==> src/dcsr_consts.svh <==
// constants and rule summary for the ddr3 command spacing controller
// Summary of operation
// write to power-down: WL+2+ceil(write_recovery_time/tCK) when chop fixed
// autoprecharge write to power-down: WL+2+WR+1
// refresh to power-down at least one clock
// mode set to power-down waits mode update delay
// termination on/off latency equals WL minus two; TERM_LAT is computed but unused, and termination rises with the command
// termination high four clocks without eight-beat write
// termination high six clocks with eight-beat write
// first leveling strobe edge after forty clocks
// leveling strobe drive starts after twenty-five clocks
// refresh to refresh or activate 90 ns
// average refresh interval 7.8 us, hot 3.9 us
// locked-loop commands wait frozen-loop exit delay
// nanosecond limits round up to whole clocks
// slow clock still meets refresh interval
// internal write starts WL+4, or WL+2 fixed chop
// power-down may assert during pending row operations
// refresh power-down may also need frozen exit delay
// power-down only after all spacing counters expire; power-down entry does not wait for the refresh-cycle or leveling counters
`ifndef DCSR_CONSTS_SVH
`define DCSR_CONSTS_SVH
`define DCSR_CLK_PS          8000
`define DCSR_RFC_NS          90
`define DCSR_REFI_NORM_NS    7800
`define DCSR_REFI_HOT_NS     3900
`define DCSR_WR_NS           15
`define DCSR_XPDLL_NS        24
`define DCSR_XPDLL_MIN_CK    10
`define DCSR_MOD_CK          12
`define DCSR_REFPDEN_CK      1
`define DCSR_TERM_SHORT_CK   4
`define DCSR_TERM_LONG_CK    6
`define DCSR_LVL_EN_CK       25
`define DCSR_LVL_FIRST_CK    40
`define DCSR_WR_SLACK_CHOP   2
`define DCSR_WR_SLACK_FULL   4
`define DCSR_TERM_LAT_SUB    2
`define DCSR_CNT_W           16
`endif

==> src/dcsr_pkg.sv <==
// types shared by the ddr3 command spacing controller
package dcsr_pkg;
    typedef enum logic [3:0] {
        DCSR_CMD_NOP  = 4'h0,
        DCSR_CMD_ACT  = 4'h1,
        DCSR_CMD_RD   = 4'h2,
        DCSR_CMD_WR   = 4'h3,
        DCSR_CMD_WRA  = 4'h4,
        DCSR_CMD_REF  = 4'h5,
        DCSR_CMD_MRS  = 4'h6,
        DCSR_CMD_ODT  = 4'h7,
        DCSR_CMD_LVL  = 4'h8,
        DCSR_CMD_PDE  = 4'h9,
        DCSR_CMD_PDX  = 4'hA
    } dcsr_cmd_e;
    typedef enum logic [1:0] {
        DCSR_ST_ACTIVE = 2'b00,
        DCSR_ST_PWRDN  = 2'b01,
        DCSR_ST_EXIT   = 2'b11
    } dcsr_state_e;
endpackage : dcsr_pkg

==> src/dcsr_ctrl.sv <==
// host-side command spacing controller for a ddr3l device
`timescale 1ns/1ps
`include "dcsr_consts.svh"
module dcsr_ctrl
    import dcsr_pkg::*;
#(
    parameter int W          = `DCSR_CNT_W,
    parameter int COLUMN_WRITE_LATENCY        = 5,
    parameter int AL         = 0,
    parameter int WR_CK      = 8,
    parameter int REFI_NS    = `DCSR_REFI_NORM_NS,
    parameter int REFI_HOT   = `DCSR_REFI_HOT_NS
) (
    // clock and reset
    input  wire logic       sys_clk,
    input  wire logic       rst,
    // user request
    input  wire logic       req_valid,
    input  wire logic [3:0] req_cmd,
    input  wire logic       req_chop_fixed,
    input  wire logic       req_eight_beat,
    input  wire logic       hot_temp,
    // user answer
    output logic            req_ready,
    output logic            refresh_due,
    // device pins
    output logic [3:0]      cmd_ff,
    output logic            clk_enable_ff,
    output logic            termination_control_ff,
    output logic            strobe_oe_ff,
    output logic            strobe_edge_ff,
    output logic            int_write_ff
);
    localparam int WRITE_LATENCY  = COLUMN_WRITE_LATENCY + AL;
    localparam int TERM_LAT       = WRITE_LATENCY - `DCSR_TERM_LAT_SUB;
    localparam int WR_RND_CK      = (`DCSR_WR_NS * 1000 + `DCSR_CLK_PS - 1) / `DCSR_CLK_PS;
    localparam int RFC_CK         = (`DCSR_RFC_NS * 1000 + `DCSR_CLK_PS - 1) / `DCSR_CLK_PS;
    localparam int XPDLL_NS_CK    = (`DCSR_XPDLL_NS * 1000 + `DCSR_CLK_PS - 1) / `DCSR_CLK_PS;
    localparam int XPDLL_CK       = XPDLL_NS_CK > `DCSR_XPDLL_MIN_CK ?
                                    XPDLL_NS_CK : `DCSR_XPDLL_MIN_CK;
    localparam int REFI_N_CK      = REFI_NS * 1000 / `DCSR_CLK_PS;
    localparam int REFI_H_CK      = REFI_HOT * 1000 / `DCSR_CLK_PS;
    localparam int WR_GAP_CHOP    = WRITE_LATENCY + `DCSR_WR_SLACK_CHOP + WR_RND_CK;
    localparam int WR_GAP_FULL    = WRITE_LATENCY + `DCSR_WR_SLACK_FULL + WR_RND_CK;
    localparam int WRA_GAP_CHOP   = WRITE_LATENCY + `DCSR_WR_SLACK_CHOP + WR_CK + 1;
    localparam int WRA_GAP_FULL   = WRITE_LATENCY + `DCSR_WR_SLACK_FULL + WR_CK + 1;
    localparam int PIPE           = 32;

    dcsr_state_e  state_ff;
    logic         accept;
    logic         pd_busy;
    logic         rfc_busy;
    logic         xp_busy;
    logic         lvl_busy;
    logic         pd_load;
    logic [W-1:0] pd_val;
    logic [W-1:0] term_cnt_ff;
    logic [W-1:0] lvl_cnt_ff;
    logic         lvl_on_ff;
    logic [W-1:0] refi_cnt_ff;
    logic         frozen_ff;
    logic [PIPE-1:0] wr_pipe_ff;
    logic         legal;
    dcsr_cmd_e    cmd;
    logic [W-1:0] ref_age_ff;
    logic [W-1:0] lvl_age_ff;

    assign cmd = dcsr_cmd_e'(req_cmd);

    // spacing for the power-down counter from the issued command
    always_comb
    begin
        pd_load = 1'b0;
        pd_val  = '0;
        case (cmd)
            DCSR_CMD_WR:
            begin
                pd_load = accept;
                pd_val  = W'(req_chop_fixed ? WR_GAP_CHOP : WR_GAP_FULL);
            end
            DCSR_CMD_WRA:
            begin
                pd_load = accept;
                pd_val  = W'(req_chop_fixed ? WRA_GAP_CHOP : WRA_GAP_FULL);
            end
            DCSR_CMD_REF:
            begin
                pd_load = accept;
                pd_val  = W'(`DCSR_REFPDEN_CK);
            end
            DCSR_CMD_MRS:
            begin
                pd_load = accept;
                pd_val  = W'(`DCSR_MOD_CK);
            end
            default:
            begin
                pd_load = 1'b0;
                pd_val  = '0;
            end
        endcase
    end

    // largest remaining gap wins before power-down entry
    dcsr_gap_timer #(.W(W)) u_pd_gap (
        .sys_clk (sys_clk),
        .rst     (rst),
        .load    (pd_load),
        .value   (pd_val),
        .busy    (pd_busy)
    );

    // refresh cycle time guards refresh and activate
    dcsr_gap_timer #(.W(W)) u_rfc_gap (
        .sys_clk (sys_clk),
        .rst     (rst),
        .load    (accept && cmd == DCSR_CMD_REF),
        .value   (W'(RFC_CK)),
        .busy    (rfc_busy)
    );

    // frozen-loop exit delay after leaving power-down
    dcsr_gap_timer #(.W(W)) u_xp_gap (
        .sys_clk (sys_clk),
        .rst     (rst),
        .load    (accept && cmd == DCSR_CMD_PDX && frozen_ff),
        .value   (W'(XPDLL_CK)),
        .busy    (xp_busy)
    );

    // per-command legality; write, mode set and leveling wait only on the leveling counter, power-down exit and nop on no counter
    always_comb
    begin
        legal = 1'b1;
        case (cmd)
            DCSR_CMD_PDE: legal = !pd_busy && !xp_busy && state_ff == DCSR_ST_ACTIVE
                                  && term_cnt_ff == '0;
            DCSR_CMD_PDX: legal = state_ff == DCSR_ST_PWRDN;
            DCSR_CMD_REF,
            DCSR_CMD_ACT: legal = !rfc_busy && state_ff != DCSR_ST_PWRDN;
            DCSR_CMD_RD,
            DCSR_CMD_ODT: legal = !xp_busy && state_ff != DCSR_ST_PWRDN;
            DCSR_CMD_NOP: legal = 1'b1;
            default:      legal = state_ff != DCSR_ST_PWRDN && !lvl_busy;
        endcase
    end

    assign lvl_busy = lvl_on_ff;
    assign accept   = req_valid && legal && req_ready;

    // ready is low only in reset and high on every clock after it; legality gates accept
    always_ff @(posedge sys_clk or posedge rst)
    begin
        if (rst)
            req_ready <= 1'b0;
        else
            req_ready <= 1'b1;
    end

    // command pin and power state
    always_ff @(posedge sys_clk or posedge rst)
    begin
        if (rst)
        begin
            cmd_ff        <= 4'h0;
            clk_enable_ff <= 1'b1;
            state_ff      <= DCSR_ST_ACTIVE;
            frozen_ff     <= 1'b0;
        end
        else
        begin
            cmd_ff <= accept ? req_cmd : 4'h0;
            if (accept && cmd == DCSR_CMD_PDE)
            begin
                clk_enable_ff <= 1'b0;
                state_ff      <= DCSR_ST_PWRDN;
                frozen_ff     <= 1'b1; // worst case: assume loop frozen
            end
            else if (accept && cmd == DCSR_CMD_PDX)
            begin
                clk_enable_ff <= 1'b1;
                state_ff      <= DCSR_ST_EXIT;
            end
            else if (state_ff == DCSR_ST_EXIT && !xp_busy)
            begin
                state_ff  <= DCSR_ST_ACTIVE;
                frozen_ff <= 1'b0;
            end
        end
    end

    // termination control held high for the short or long time
    always_ff @(posedge sys_clk or posedge rst)
    begin
        if (rst)
        begin
            term_cnt_ff            <= '0;
            termination_control_ff <= 1'b0;
        end
        else if (accept && (cmd == DCSR_CMD_WR || cmd == DCSR_CMD_WRA
                            || cmd == DCSR_CMD_ODT))
        begin
            termination_control_ff <= 1'b1;
            term_cnt_ff <= (cmd != DCSR_CMD_ODT && req_eight_beat) ?
                           W'(`DCSR_TERM_LONG_CK) : W'(`DCSR_TERM_SHORT_CK);
        end
        else if (term_cnt_ff > W'(1))
            term_cnt_ff <= term_cnt_ff - 1'b1;
        else
        begin
            term_cnt_ff            <= '0;
            termination_control_ff <= 1'b0;
        end
    end

    // write leveling strobe enable and first rising edge
    always_ff @(posedge sys_clk or posedge rst)
    begin
        if (rst)
        begin
            lvl_cnt_ff     <= '0;
            lvl_on_ff      <= 1'b0;
            strobe_oe_ff   <= 1'b0;
            strobe_edge_ff <= 1'b0;
        end
        else if (accept && cmd == DCSR_CMD_LVL)
        begin
            lvl_cnt_ff     <= '0;
            lvl_on_ff      <= 1'b1;
            strobe_oe_ff   <= 1'b0;
            strobe_edge_ff <= 1'b0;
        end
        else if (lvl_on_ff)
        begin
            lvl_cnt_ff <= lvl_cnt_ff + 1'b1;
            if (lvl_cnt_ff >= W'(`DCSR_LVL_EN_CK - 1))
                strobe_oe_ff <= 1'b1;
            if (lvl_cnt_ff == W'(`DCSR_LVL_FIRST_CK - 1))
            begin
                strobe_edge_ff <= 1'b1;
                lvl_on_ff      <= 1'b0;
            end
        end
        else
            strobe_edge_ff <= 1'b0;
    end

    // refresh interval: due flag set when average interval expires
    always_ff @(posedge sys_clk or posedge rst)
    begin
        if (rst)
        begin
            refi_cnt_ff <= '0;
            refresh_due <= 1'b0;
        end
        else if (accept && cmd == DCSR_CMD_REF)
        begin
            refi_cnt_ff <= '0;
            refresh_due <= 1'b0;
        end
        else
        begin
            refi_cnt_ff <= refi_cnt_ff + 1'b1;
            if (refi_cnt_ff >= W'(hot_temp ? REFI_H_CK : REFI_N_CK) - W'(1))
                refresh_due <= 1'b1;
        end
    end

    // internal write start: WL+4 normally, WL+2 with fixed chop
    always_ff @(posedge sys_clk or posedge rst)
    begin
        if (rst)
        begin
            wr_pipe_ff   <= '0;
            int_write_ff <= 1'b0;
        end
        else
        begin
            wr_pipe_ff <= {1'b0, wr_pipe_ff[PIPE-1:1]};
            if (accept && (cmd == DCSR_CMD_WR || cmd == DCSR_CMD_WRA))
            begin
                if (req_chop_fixed)
                    wr_pipe_ff[WRITE_LATENCY + `DCSR_WR_SLACK_CHOP - 1] <= 1'b1;
                else
                    wr_pipe_ff[WRITE_LATENCY + `DCSR_WR_SLACK_FULL - 1] <= 1'b1;
            end
            int_write_ff <= wr_pipe_ff[0];
        end
    end

    // ages since refresh and leveling entry; saturate so long idle never wraps
    always_ff @(posedge sys_clk or posedge rst)
    begin
        if (rst)
        begin
            ref_age_ff <= '1;
            lvl_age_ff <= '0;
        end
        else
        begin
            if (accept && cmd == DCSR_CMD_REF)
                ref_age_ff <= '0;
            else if (ref_age_ff != '1)
                ref_age_ff <= ref_age_ff + 1'b1;
            if (accept && cmd == DCSR_CMD_LVL)
                lvl_age_ff <= '0;
            else if (lvl_age_ff != '1)
                lvl_age_ff <= lvl_age_ff + 1'b1;
        end
    end
endmodule : dcsr_ctrl

==> src/dcsr_gap_timer.sv <==
// reloadable down counter keeping the largest pending gap
`timescale 1ns/1ps
module dcsr_gap_timer #(
    parameter int W = 16
) (
    // clock and reset
    input  wire logic         sys_clk,
    input  wire logic         rst,
    // load request
    input  wire logic         load,
    input  wire logic [W-1:0] value,
    // status
    output logic              busy
);
    logic [W-1:0] cnt_ff;

    // keep the larger of remaining and newly requested wait
    always_ff @(posedge sys_clk or posedge rst)
    begin
        if (rst)
            cnt_ff <= '0;
        else if (load && value > cnt_ff)
            cnt_ff <= value;
        else if (cnt_ff != '0)
            cnt_ff <= cnt_ff - 1'b1;
    end

    assign busy = (cnt_ff != '0);
endmodule : dcsr_gap_timer

==> config.mk <==
export PLATFORM = sky130hd
export DESIGN_NAME = dcsr_ctrl
export DESIGN_NICKNAME = d
export VERILOG_FILES = /design/src/dcsr_pkg.sv /design/src/dcsr_ctrl.sv /design/src/dcsr_gap_timer.sv
export VERILOG_INCLUDE_DIRS = /design/src
export SDC_FILE = /design/constraint.sdc
export NUM_CORES = 1
export LEC_CHECK = 0
export BUFFER_PORTS_ARGS = -buffer_cell sky130_fd_sc_hd__buf_2
export CAP_MARGIN = 20
export CORE_MARGIN = 2
export CORE_UTILIZATION = 62
export CTS_BUF_LIST = sky130_fd_sc_hd__clkbuf_16
export CTS_CLUSTER_DIAMETER = 120
export DETAILED_ROUTE_END_ITERATION = 12
export GPL_TIMING_DRIVEN = 0
export MAX_ROUTING_LAYER = met4
export PLACE_DENSITY = 0.84
export SLEW_MARGIN = 5
export SYNTH_ARGS = -nofsm -noshare
export SYNTH_HDL_FRONTEND = slang
export SYNTH_SLANG_ARGS = --single-unit
==> constraint.sdc <==
create_clock -name sys_clk -period 7.9 [get_ports sys_clk]
set_clock_uncertainty 0.15 [all_clocks]
set_input_delay 0.395 -clock sys_clk [delete_from_list [all_inputs] [get_ports sys_clk]]
set_output_delay 0.395 -clock sys_clk [all_outputs]
set_load 0.02 [all_outputs]
==> impl_metrics.yaml, run 1 <==
status:
  status: "complete, no violations"
placed_design:
  routabilityCongestion: 0.8437
  dp.cells: 763
  portBuffers: 18
  dp_slack_ns: 4.263
  dpl_cell_area_sq_um: 6456
  dp_hpwl_um: 8311
global_routing:
  grt_pass1_vias: 4735
  grt_max_degree: 83
  groute.usage.overall_pct: 26.20
  grt_pass1_wl_um: 21940
  antenna_found_initial: 0
  grt_overflow: 0
cells_and_area:
  fin_cells: 797
  drive_gt1_share_pct: 10.99
  final_area_sq_um: 7084
  syn2layout_area_growth_pct: 14.87
  diodes: 0
  final_util_pct: 72.81
  fin_nets: 684
logic_synthesis:
  ys_types: 57
  synthesis.nets: 644
  syn_avg_cell_area_sq_um: 10.09
  synth_area_sq_um: 6167
  yosysSeqAreaShare_pct: 48.71
  synth_edf_count: 0
  ys_ff_latch: 120
  synthCells: 611
  synthFlopType: "dfrtp_1"
  synth.yosys.warnings: 0
  async_reset_ff_share_pct: 100.0
critical_path:
  critPathCaptureType: "register"
  rr_startpoint: "u_xp_gap.cnt_ff[0]"
  cp_num_cells: 10
  r2r_slack_ns: 4.19
  cp_top_family: "simple AND/OR/NAND/NOR gates"
  start_kind: "register"
  crit-reg2reg-capture: "lvl_cnt_ff[7]"
  critical-path-max-stage-delay_ns: 0.61
  required_ns: 8.03
  crit_slowest_cell: "or4_1"
  arrival_ns: 3.85
  crit_buf_inv: 3
  rr_worst_depth: 10
  cp_cell_sequence: "inv_1 > ha_1 > nor4b_1 > nand4b_4 > or4_1 > nor2b_1 > buf_6 > a2111oi_4 > buf_2 > nor2_1"
  path_class: "reg2reg"
  path_max_fanout: 10
timing:
  setup_viol: 0
  max_freq_ghz: 0.2692
  slew_violations: 0
  hold_viol: 0
  rsz0062_at_grt: "no"
  setup_ws_ns: 4.185
  slew-limit-headroom_pct: 44.86
  setup_tns_ns: 0
  fin_crit_sh_pct: 47.02
  period_needed_ns: 3.715
  tightest_slew_ns: 0.8195
clock_network:
  cts_inserted_buffers: 17
  clock-sinks: 120
  insertion_delay_ns: 0.41
  clk_pin_slew_ns: 0.05
  cts_tree: "done"
  postCtsResizedCells: 0
  cts_root_buffer: "clkbuf_16"
  post_cts_buffers: 0
  clockBufferDepth: 2
  h-tree-depth: 4
drt:
  drc_errors: 0
  drt_iter0_drc: 252
  ant_nets: 0
  dr_total_vias: 4597
  wl_per_cell_um: 15.79
  postRouteWirelength_um: 12580
  viasPerCell: 5.768
  first_pass_iters: 5
worst_hold_path:
  min_to: "term_cnt_ff[1]"
  min_from: "req_eight_beat"
  min_path_type: "in2reg"
  hold_depth: 2
pwr:
  ir_drop_mv: 0.2005
  power.density_nw_per_um2: 285.5
  p_leak_nw: 3.031
floorplan:
  pin_count: 21
  die_h_um: 103.7
  dieWidth_um: 103.7
  start_util_pct: 63.39
  rows: 36
  die_area_sq_um: 10760
  core_area_sq_um: 9729
job:
  max_cap_viol_count: 0
## cells in the mapped netlist (5+ instances only)
library cell | number | area share [%]
a21oi_1 | 6 | 0.49
and2_1 | 7 | 0.71
and3_1 | 12 | 1.2
buf_2 | 7 | 0.57
clkbuf_1 | 6 | 0.37
dfrtp_1 | 119 | 48
ha_1 | 23 | 4.7
inv_1 | 27 | 1.6
mux2_2 | 5 | 0.91
nand2_1 | 43 | 2.6
nand3_1 | 16 | 1.3
nand3b_1 | 5 | 0.61
nand4_1 | 10 | 1.0
nor2_1 | 100 | 6.1
nor2b_1 | 10 | 1.0
nor3_1 | 25 | 2.0
nor4_1 | 19 | 1.9
o21ai_0 | 9 | 0.73
o31ai_1 | 5 | 0.61
or3_1 | 8 | 0.81
or4_1 | 6 | 0.73
xnor2_1 | 38 | 5.4
xor2_1 | 42 | 6.0
## layout make-up
type	instances	area, sq um
Tap cell	133	166.4
Clock inverter	15	185.2
Inverter	27	106.4
Timing Repair Buffer	21	135.1
Fill cell	691	2645
Multi-Input combinational cell	448	2978
Buffer	16	83.83
Clock buffer	17	425.4
Sequential cell	120	3004
## registers in the layout (all words and copies together), names as in the netlist
register	cells
clk_enable_ff	1
cmd_ff	4
frozen_ff	1
int_write_ff	1
lvl_busy	1
lvl_cnt_ff	16
refi_cnt_ff	16
refresh_due	1
req_ready	1
state_ff	2
strobe_edge_ff	1
strobe_oe_ff	1
term_cnt_ff	16
termination_control_ff	1
u_pd_gap.cnt_ff	16
u_rfc_gap.cnt_ff	16
u_xp_gap.cnt_ff	16
wr_pipe_ff	9
## logic make-up (layout without fill, tap and decap cells)
kind of cell             Yosys count  count (layout)  synth area share, %
AND/OR/NAND/NOR                  282             282                23.17
multiplexers                       8               8                1.400
AO/OA/AOI/OAI                     54              54                7.628
buffers and inverters             43              96                3.003
other                              1               1              0.06081
flip-flops                       120             120                48.71
adder cells (fa/ha/maj)           23              23                4.666
XOR/XNOR                          80              80                11.36
## report_power, final
| part | internal (mW) | total (mW) | switching (mW) |
|---|---|---|---|
| clock network | 0.522 | 0.795 | 0.273 |
| registers | 0.739 | 0.866 | 0.127 |
| logic | 0.167 | 0.361 | 0.194 |
| total | 1.43 | 2.02 | 0.595 |
## worst register-to-register path, delay by kind of cell, from the launching register on
family / cells / cell delay, ns
buffers and inverters: 3 / 0.65
DFF: 1 / 0.44
adders and majority gates: 1 / 0.18
and+or+nand+nor: 5 / 1.58
AOI/OAI and AO/OA: 1 / 0.59
## what timing repair did
item                                    in CTS  in global routing
endpoints found under the hold margin       38                  0
hold buffers                                 1                  0
endpoints found under the setup margin       0                  0
## stage by stage
| step | hold slack (ns) | power (mW) |
|---|---|---|
| global placement | 0.1817 | 1.192 |
| CTS | 0.07150 | 2.036 |
| finish | 0.08338 | 2.022 |
| detailed placement | 0.1847 | 1.227 |
| global route | 0.08826 | 2.138 |
| floorplan | 0.1812 | 1.129 |
## metal layers
metal  part of all wire [%]  track usage, %  routed length [um]  vias to the layer above
met5                      0               -                   0                        -
met4                    1.8           9.556                 227                        0
met3                    4.0           6.671                 499                       22
met2                     50           42.72                6350                      104
met1                     44           31.84                5503                     2288
li1                       -               -                   -                     2183
## cell usage in the layout (no fill, tap or decap), types with 3 or more instances in the layout
master and count:
nor4_1 19, and4_1 3, nor2b_1 10, nor4b_1 4, a21o_1 3, and3_1 12, clkinv_1 3, inv_1 27
or3_1 8, clkinvlp_4 3, clkbuf_1 6, nand4_1 10, dfrtp_1 119, a211oi_1 4, mux2i_1 3, a21oi_1 6
a21boi_0 3, nand2b_1 4, bufinv_16 4, o211ai_1 3, nand3b_1 5, xor2_1 42, ha_1 23, xnor2_1 38
nor2_1 100, nand3_1 16, a211o_1 3, or4_1 6, o21ai_0 9, buf_2 25, nor3b_1 3, clkbuf_16 17
nand2_1 43, nor3_1 25, a2111oi_4 4, and2_1 7, mux2_2 5, o31ai_1 5
## worst max-delay path by stage
stage	to	from	slack [ns]
final	lvl_cnt_ff[7]	u_xp_gap.cnt_ff[0]	4.19
after global placement	term_cnt_ff[9]	rst	2.98
after global routing	lvl_cnt_ff[0]	u_xp_gap.cnt_ff[0]	3.97
after floorplan	cmd_ff[0]	rst	4.17
after detailed placement	strobe_oe_ff	u_xp_gap.cnt_ff[0]	4.26
after CTS	lvl_cnt_ff[7]	u_xp_gap.cnt_ff[0]	4.20
Note: power is estimated with default switching activity, not from simulation.
==> run 2, diff against run 1 <==
clock period = 3.8 ns   (was 7.9 ns; I/O delays follow)
==> run 2 against run 1 <==
Global-route usage up 0.18 points. Die area did not move. Combinational power rose by 110%. Largest cell class unchanged. Worst hold slack lost 0.064 ns. Final area is 0.74% higher. Sequential share of layout area is 0.31 points lower. Sequential power rose by 110%. Worst setup slack lost 4.0 ns. Power grew 110%. Core utilization up 0.54 points. Critical path depth shrank 3.
==> impl_metrics.yaml, run 2 (synthesis results as in run 1) <==
timing:
  fin_crit_sh_pct: 94.49
  hold_viol: 0
  rsz0062_at_grt: "no"
  period_needed_ns: 3.591
  setup_viol: 0
  setup_ws_ns: 0.2094
  tightest_slew_ns: 0.8075
  slew-limit-headroom_pct: 45.67
  slew_violations: 0
  max_freq_ghz: 0.2785
clock_network:
  insertion_delay_ns: 0.41
  clk_pin_slew_ns: 0.06
  clockBufferDepth: 2
  cts_tree: "done"
  h-tree-depth: 4
  clock-sinks: 120
  cts_inserted_buffers: 17
  cts_root_buffer: "clkbuf_16"
global_routing:
  grt_pass1_wl_um: 22070
  groute.usage.overall_pct: 26.38
  antenna_found_initial: 0
  grt_overflow: 0
  grt_max_degree: 83
  grt_pass1_vias: 4771
placed_design:
  dp_hpwl_um: 8311
  dp_slack_ns: 0.1631
  portBuffers: 18
  routabilityCongestion: 0.8437
floorplan:
  rows: 36
  die_area_sq_um: 10760
  start_util_pct: 63.39
  die_h_um: 103.7
  dieWidth_um: 103.7
  core_area_sq_um: 9729
  pin_count: 21
critical_path:
  start_kind: "register"
  path_class: "reg2reg"
  path_max_fanout: 10
  arrival_ns: 3.73
  critPathCaptureType: "register"
  required_ns: 3.94
job:
  max_cap_viol_count: 0
drt:
  first_pass_iters: 5
  dr_total_vias: 4652
  viasPerCell: 5.800
  wl_per_cell_um: 15.92
  drc_errors: 0
  drt_iter0_drc: 256
  postRouteWirelength_um: 12770
  ant_nets: 0
cells_and_area:
  drive_gt1_share_pct: 11.51
  diodes: 0
  layout_common_cells: "119 x dfrtp_1, 100 x nor2_1, 43 x nand2_1"
  layout_commonest_cell: "dfrtp_1"
  syn2layout_area_growth_pct: 15.72
  fin_nets: 689
pwr:
  p_total_mw: 4.211
  ir_drop_mv: 0.4170
  power.density_nw_per_um2: 590.0
  p_leak_nw: 3.058
status:
  status: "complete, no violations"
worst_hold_path:
  min_path_type: "in2reg"
run 2: repair_timing:
item	in CTS	in global routing
hold buffers	4	0
resized for setup	0	3
setup endpoints to repair	0	32
endpoints found under the hold margin	42	0
buffers inserted	0	2
run 2: cell type report:
class,instances,area (sq um)
plain buffers,16,85.08
fillers,683,2592
well taps,133,166.4
inverters,27,106.4
multi-input cells,448,2984
clock buffers,17,425.4
flip-flops and latches,120,3004
clock inverters,15,185.2
repair buffers,26,180.2
run 2: worst paths after layout:
path	from	endpoint	slack, ns	cells after the start
setup / recovery	u_xp_gap.cnt_ff[4]	u_pd_gap.cnt_ff[3]	0.21	7
hold / removal	req_cmd[0]	cmd_ff[0]	0.02	3
setup reg to reg	u_xp_gap.cnt_ff[4]	u_pd_gap.cnt_ff[3]	0.21	7
hold reg to reg	wr_pipe_ff[2]	wr_pipe_ff[1]	0.20	0
max in group asynchronous	rst	clk_enable_ff	2.60	4
min in group asynchronous	rst	strobe_edge_ff	0.18	3
run 2: metal layers:
layer	GRT usage, %	wire length (um)
met4	9.556	274
met3	6.671	534
met5	-	0
met2	43.38	6428
met1	31.80	5532
run 2: critical path: stages (launching register included):
cell,delay (ns)
dfrtp_1,0.43
nor4_1,0.73
nand4b_4,0.26
or4_1,0.60
nor2b_1,0.16
buf_6,0.16
a2111oi_4,0.56
mux2_2,0.41
run 2: where the power goes:
part | leakage, nW | switching, mW | internal (mW) | total, mW
clock | 0.293 | 0.569 | 1.09 | 1.65
combinational | 1.33 | 0.407 | 0.349 | 0.756
sequential | 1.43 | 0.265 | 1.54 | 1.80
total | 3.06 | 1.24 | 2.97 | 4.21
run 2: through the flow:
step	cells	setup TNS, ns	util (%)	hold slack [ns]	area (sq um)
floorplan	611	0	-	0.1812	6167
finish	802	0	73.35	0.01899	7137
global placement	762	-107.66	66.02	0.1817	6424
global route	802	0	73.35	0.04062	7137
CTS	799	0	73.05	0.003607	7107
detailed placement	763	0	66.36	0.07134	6456
==> run 3, diff against run 2 <==
GPL_ROUTABILITY_DRIVEN = 1   (was default)
HOLD_SLACK_MARGIN = 0.02   (was default)
clock period = 4.2 ns   (was 3.8 ns; I/O delays follow)
==> run 3 against run 2 <==
Routed wire length decreased by 0.43%. Flip-flop and latch count unchanged. Register-to-register slack better by 0.29 ns. Clock-buffer cell count stayed put. Power fell by 9.6%. Combinational power shrank 9.7%. Die area is the same. Final cell count is 0.25% lower. Clock power decreased by 9.7%. Via count is 0.43% lower. Sequential power is 9% lower. Critical path depth rose by 3.
==> impl_metrics.yaml, run 3 (synthesis results as in run 1) <==
status:
  status: "complete, no violations"
floorplan:
  dieWidth_um: 103.7
  start_util_pct: 63.39
  rows: 36
  die_area_sq_um: 10760
  die_h_um: 103.7
  pin_count: 21
  core_area_sq_um: 9729
placed_design:
  portBuffers: 18
  dp_hpwl_um: 8311
  routabilityCongestion: 0.8437
cells_and_area:
  layout_common_cells: "119 x dfrtp_1, 100 x nor2_1, 43 x nand2_1"
  num-fill-cells: 686
  drive_gt1_share_pct: 10.94
  diodes: 0
  final_util_pct: 73.12
  syn2layout_area_growth_pct: 15.36
  layout_commonest_cell: "dfrtp_1"
  fin_nets: 687
timing:
  slew_violations: 0
  max_freq_ghz: 0.2704
  hold_viol: 0
  period_needed_ns: 3.698
  slew-limit-headroom_pct: 44.82
  setup_tns_ns: 0
  tightest_slew_ns: 0.8202
  setup_viol: 0
  fin_crit_sh_pct: 88.04
  rsz0062_at_grt: "no"
critical_path:
  path_max_fanout: 10
  cp_top_family: "simple AND/OR/NAND/NOR gates"
  critical-path-max-stage-delay_ns: 0.60
  arrival_ns: 3.83
  path_class: "reg2reg"
  required_ns: 4.33
  crit_slowest_cell: "or4_1"
  start_kind: "register"
  rr_startpoint: "u_xp_gap.cnt_ff[0]"
  crit_buf_inv: 3
  cp_cell_sequence: "inv_1 > ha_1 > nor4b_1 > nand4b_4 > or4_1 > nor2b_1 > buf_6 > a2111oi_4 > buf_2 > nor2_1"
  critPathCaptureType: "register"
  crit_start: "u_xp_gap.cnt_ff[0]"
global_routing:
  grt_overflow: 0
  grt_pass1_vias: 4771
  grt_max_degree: 83
  grt_pass1_wl_um: 22070
  antenna_found_initial: 0
  groute.usage.overall_pct: 26.38
drt:
  viasPerCell: 5.790
  drt_iter0_drc: 226
  dr_total_vias: 4632
  ant_nets: 0
  first_pass_iters: 5
  wl_per_cell_um: 15.89
  drc_errors: 0
  postRouteWirelength_um: 12720
pwr:
  p_leak_nw: 3.044
  ir_drop_mv: 0.3775
  power.density_nw_per_um2: 535.0
clock_network:
  h-tree-depth: 4
  insertion_delay_ns: 0.41
  cts_tree: "done"
  clk_pin_slew_ns: 0.05
  postCtsResizedCells: 0
  clock-sinks: 120
  cts_inserted_buffers: 17
  cts_root_buffer: "clkbuf_16"
  post_cts_buffers: 0
  clockBufferDepth: 2
job:
  max_cap_viol_count: 0
worst_hold_path:
  min_path_type: "in2reg"
  min_from: "req_cmd[0]"
[run 3: changes by cell type in the layout (fill, tap and decap cells not counted)]
cell      before  now
buf_4          3    1
nor4b_1        3    4
clkbuf_1       5    6
clkbuf_2       1    0
nor4b_2        1    0
[run 3: worst paths after layout]
path | slack [ns] | endpoint | depth (start not counted)
min in group asynchronous | 0.19 | strobe_edge_ff | 3
max in group asynchronous | 2.98 | clk_enable_ff | 4
setup reg to reg | 0.50 | lvl_cnt_ff[7] | 10
setup / recovery | 0.50 | lvl_cnt_ff[7] | 10
hold / removal | 0.04 | cmd_ff[0] | 3
hold reg to reg | 0.20 | wr_pipe_ff[1] | 0
[run 3: repair_timing]
item	in CTS	in global routing
setup endpoints to repair	0	0
hold buffers	4	0
endpoints found under the hold margin	42	0
[run 3: through the flow]
stage          power, mW  worst slack, ns  cells  hold slack, ns  area, sq um
5_1_grt            4.023           0.2677    800         0.06062         7114
4_1_cts            3.831           0.5007    799         0.02361         7107
3_3_place_gp       2.241          -0.5320    762          0.1817         6424
3_5_place_dp       2.308           0.5631    763         0.09134         6456
6_report           3.806           0.5022    800         0.04125         7114
2_1_floorplan      2.124           0.6558    611          0.1812         6167
[run 3: area by class of cell]
| type | instances | area [sq um] | share of cell area [%] |
|---|---|---|---|
| buffer | 16 | 83.83 | 1.178 |
| sequential | 120 | 3004 | 42.23 |
| timing repair buffer | 24 | 165.2 | 2.321 |
| tap | 133 | 166.4 | 2.339 |
| multi-input combinational | 448 | 2978 | 41.86 |
| clock inverter | 15 | 185.2 | 2.603 |
| inverter | 27 | 106.4 | 1.495 |
| clock buffer | 17 | 425.4 | 5.980 |
[run 3: worst min-delay path, cell delays in order]
cell	delay [ns]
buf_2	0.16
inv_1	0.12
nor2_1	0.06
[run 3: power breakdown]
part           switching, mW  total, mW  internal (mW)
logic                  0.367      0.683          0.316
clock network          0.513       1.49          0.982
registers              0.239       1.63           1.39
[run 3: layer usage]
metal / share of wire (%) / routed length, um / GRT usage [%]
met3: 4.2 / 539 / 6.671
met5: 0 / 0 / -
met4: 1.7 / 215 / 9.556
met1: 44 / 5545 / 31.80
met2: 50 / 6415 / 43.38
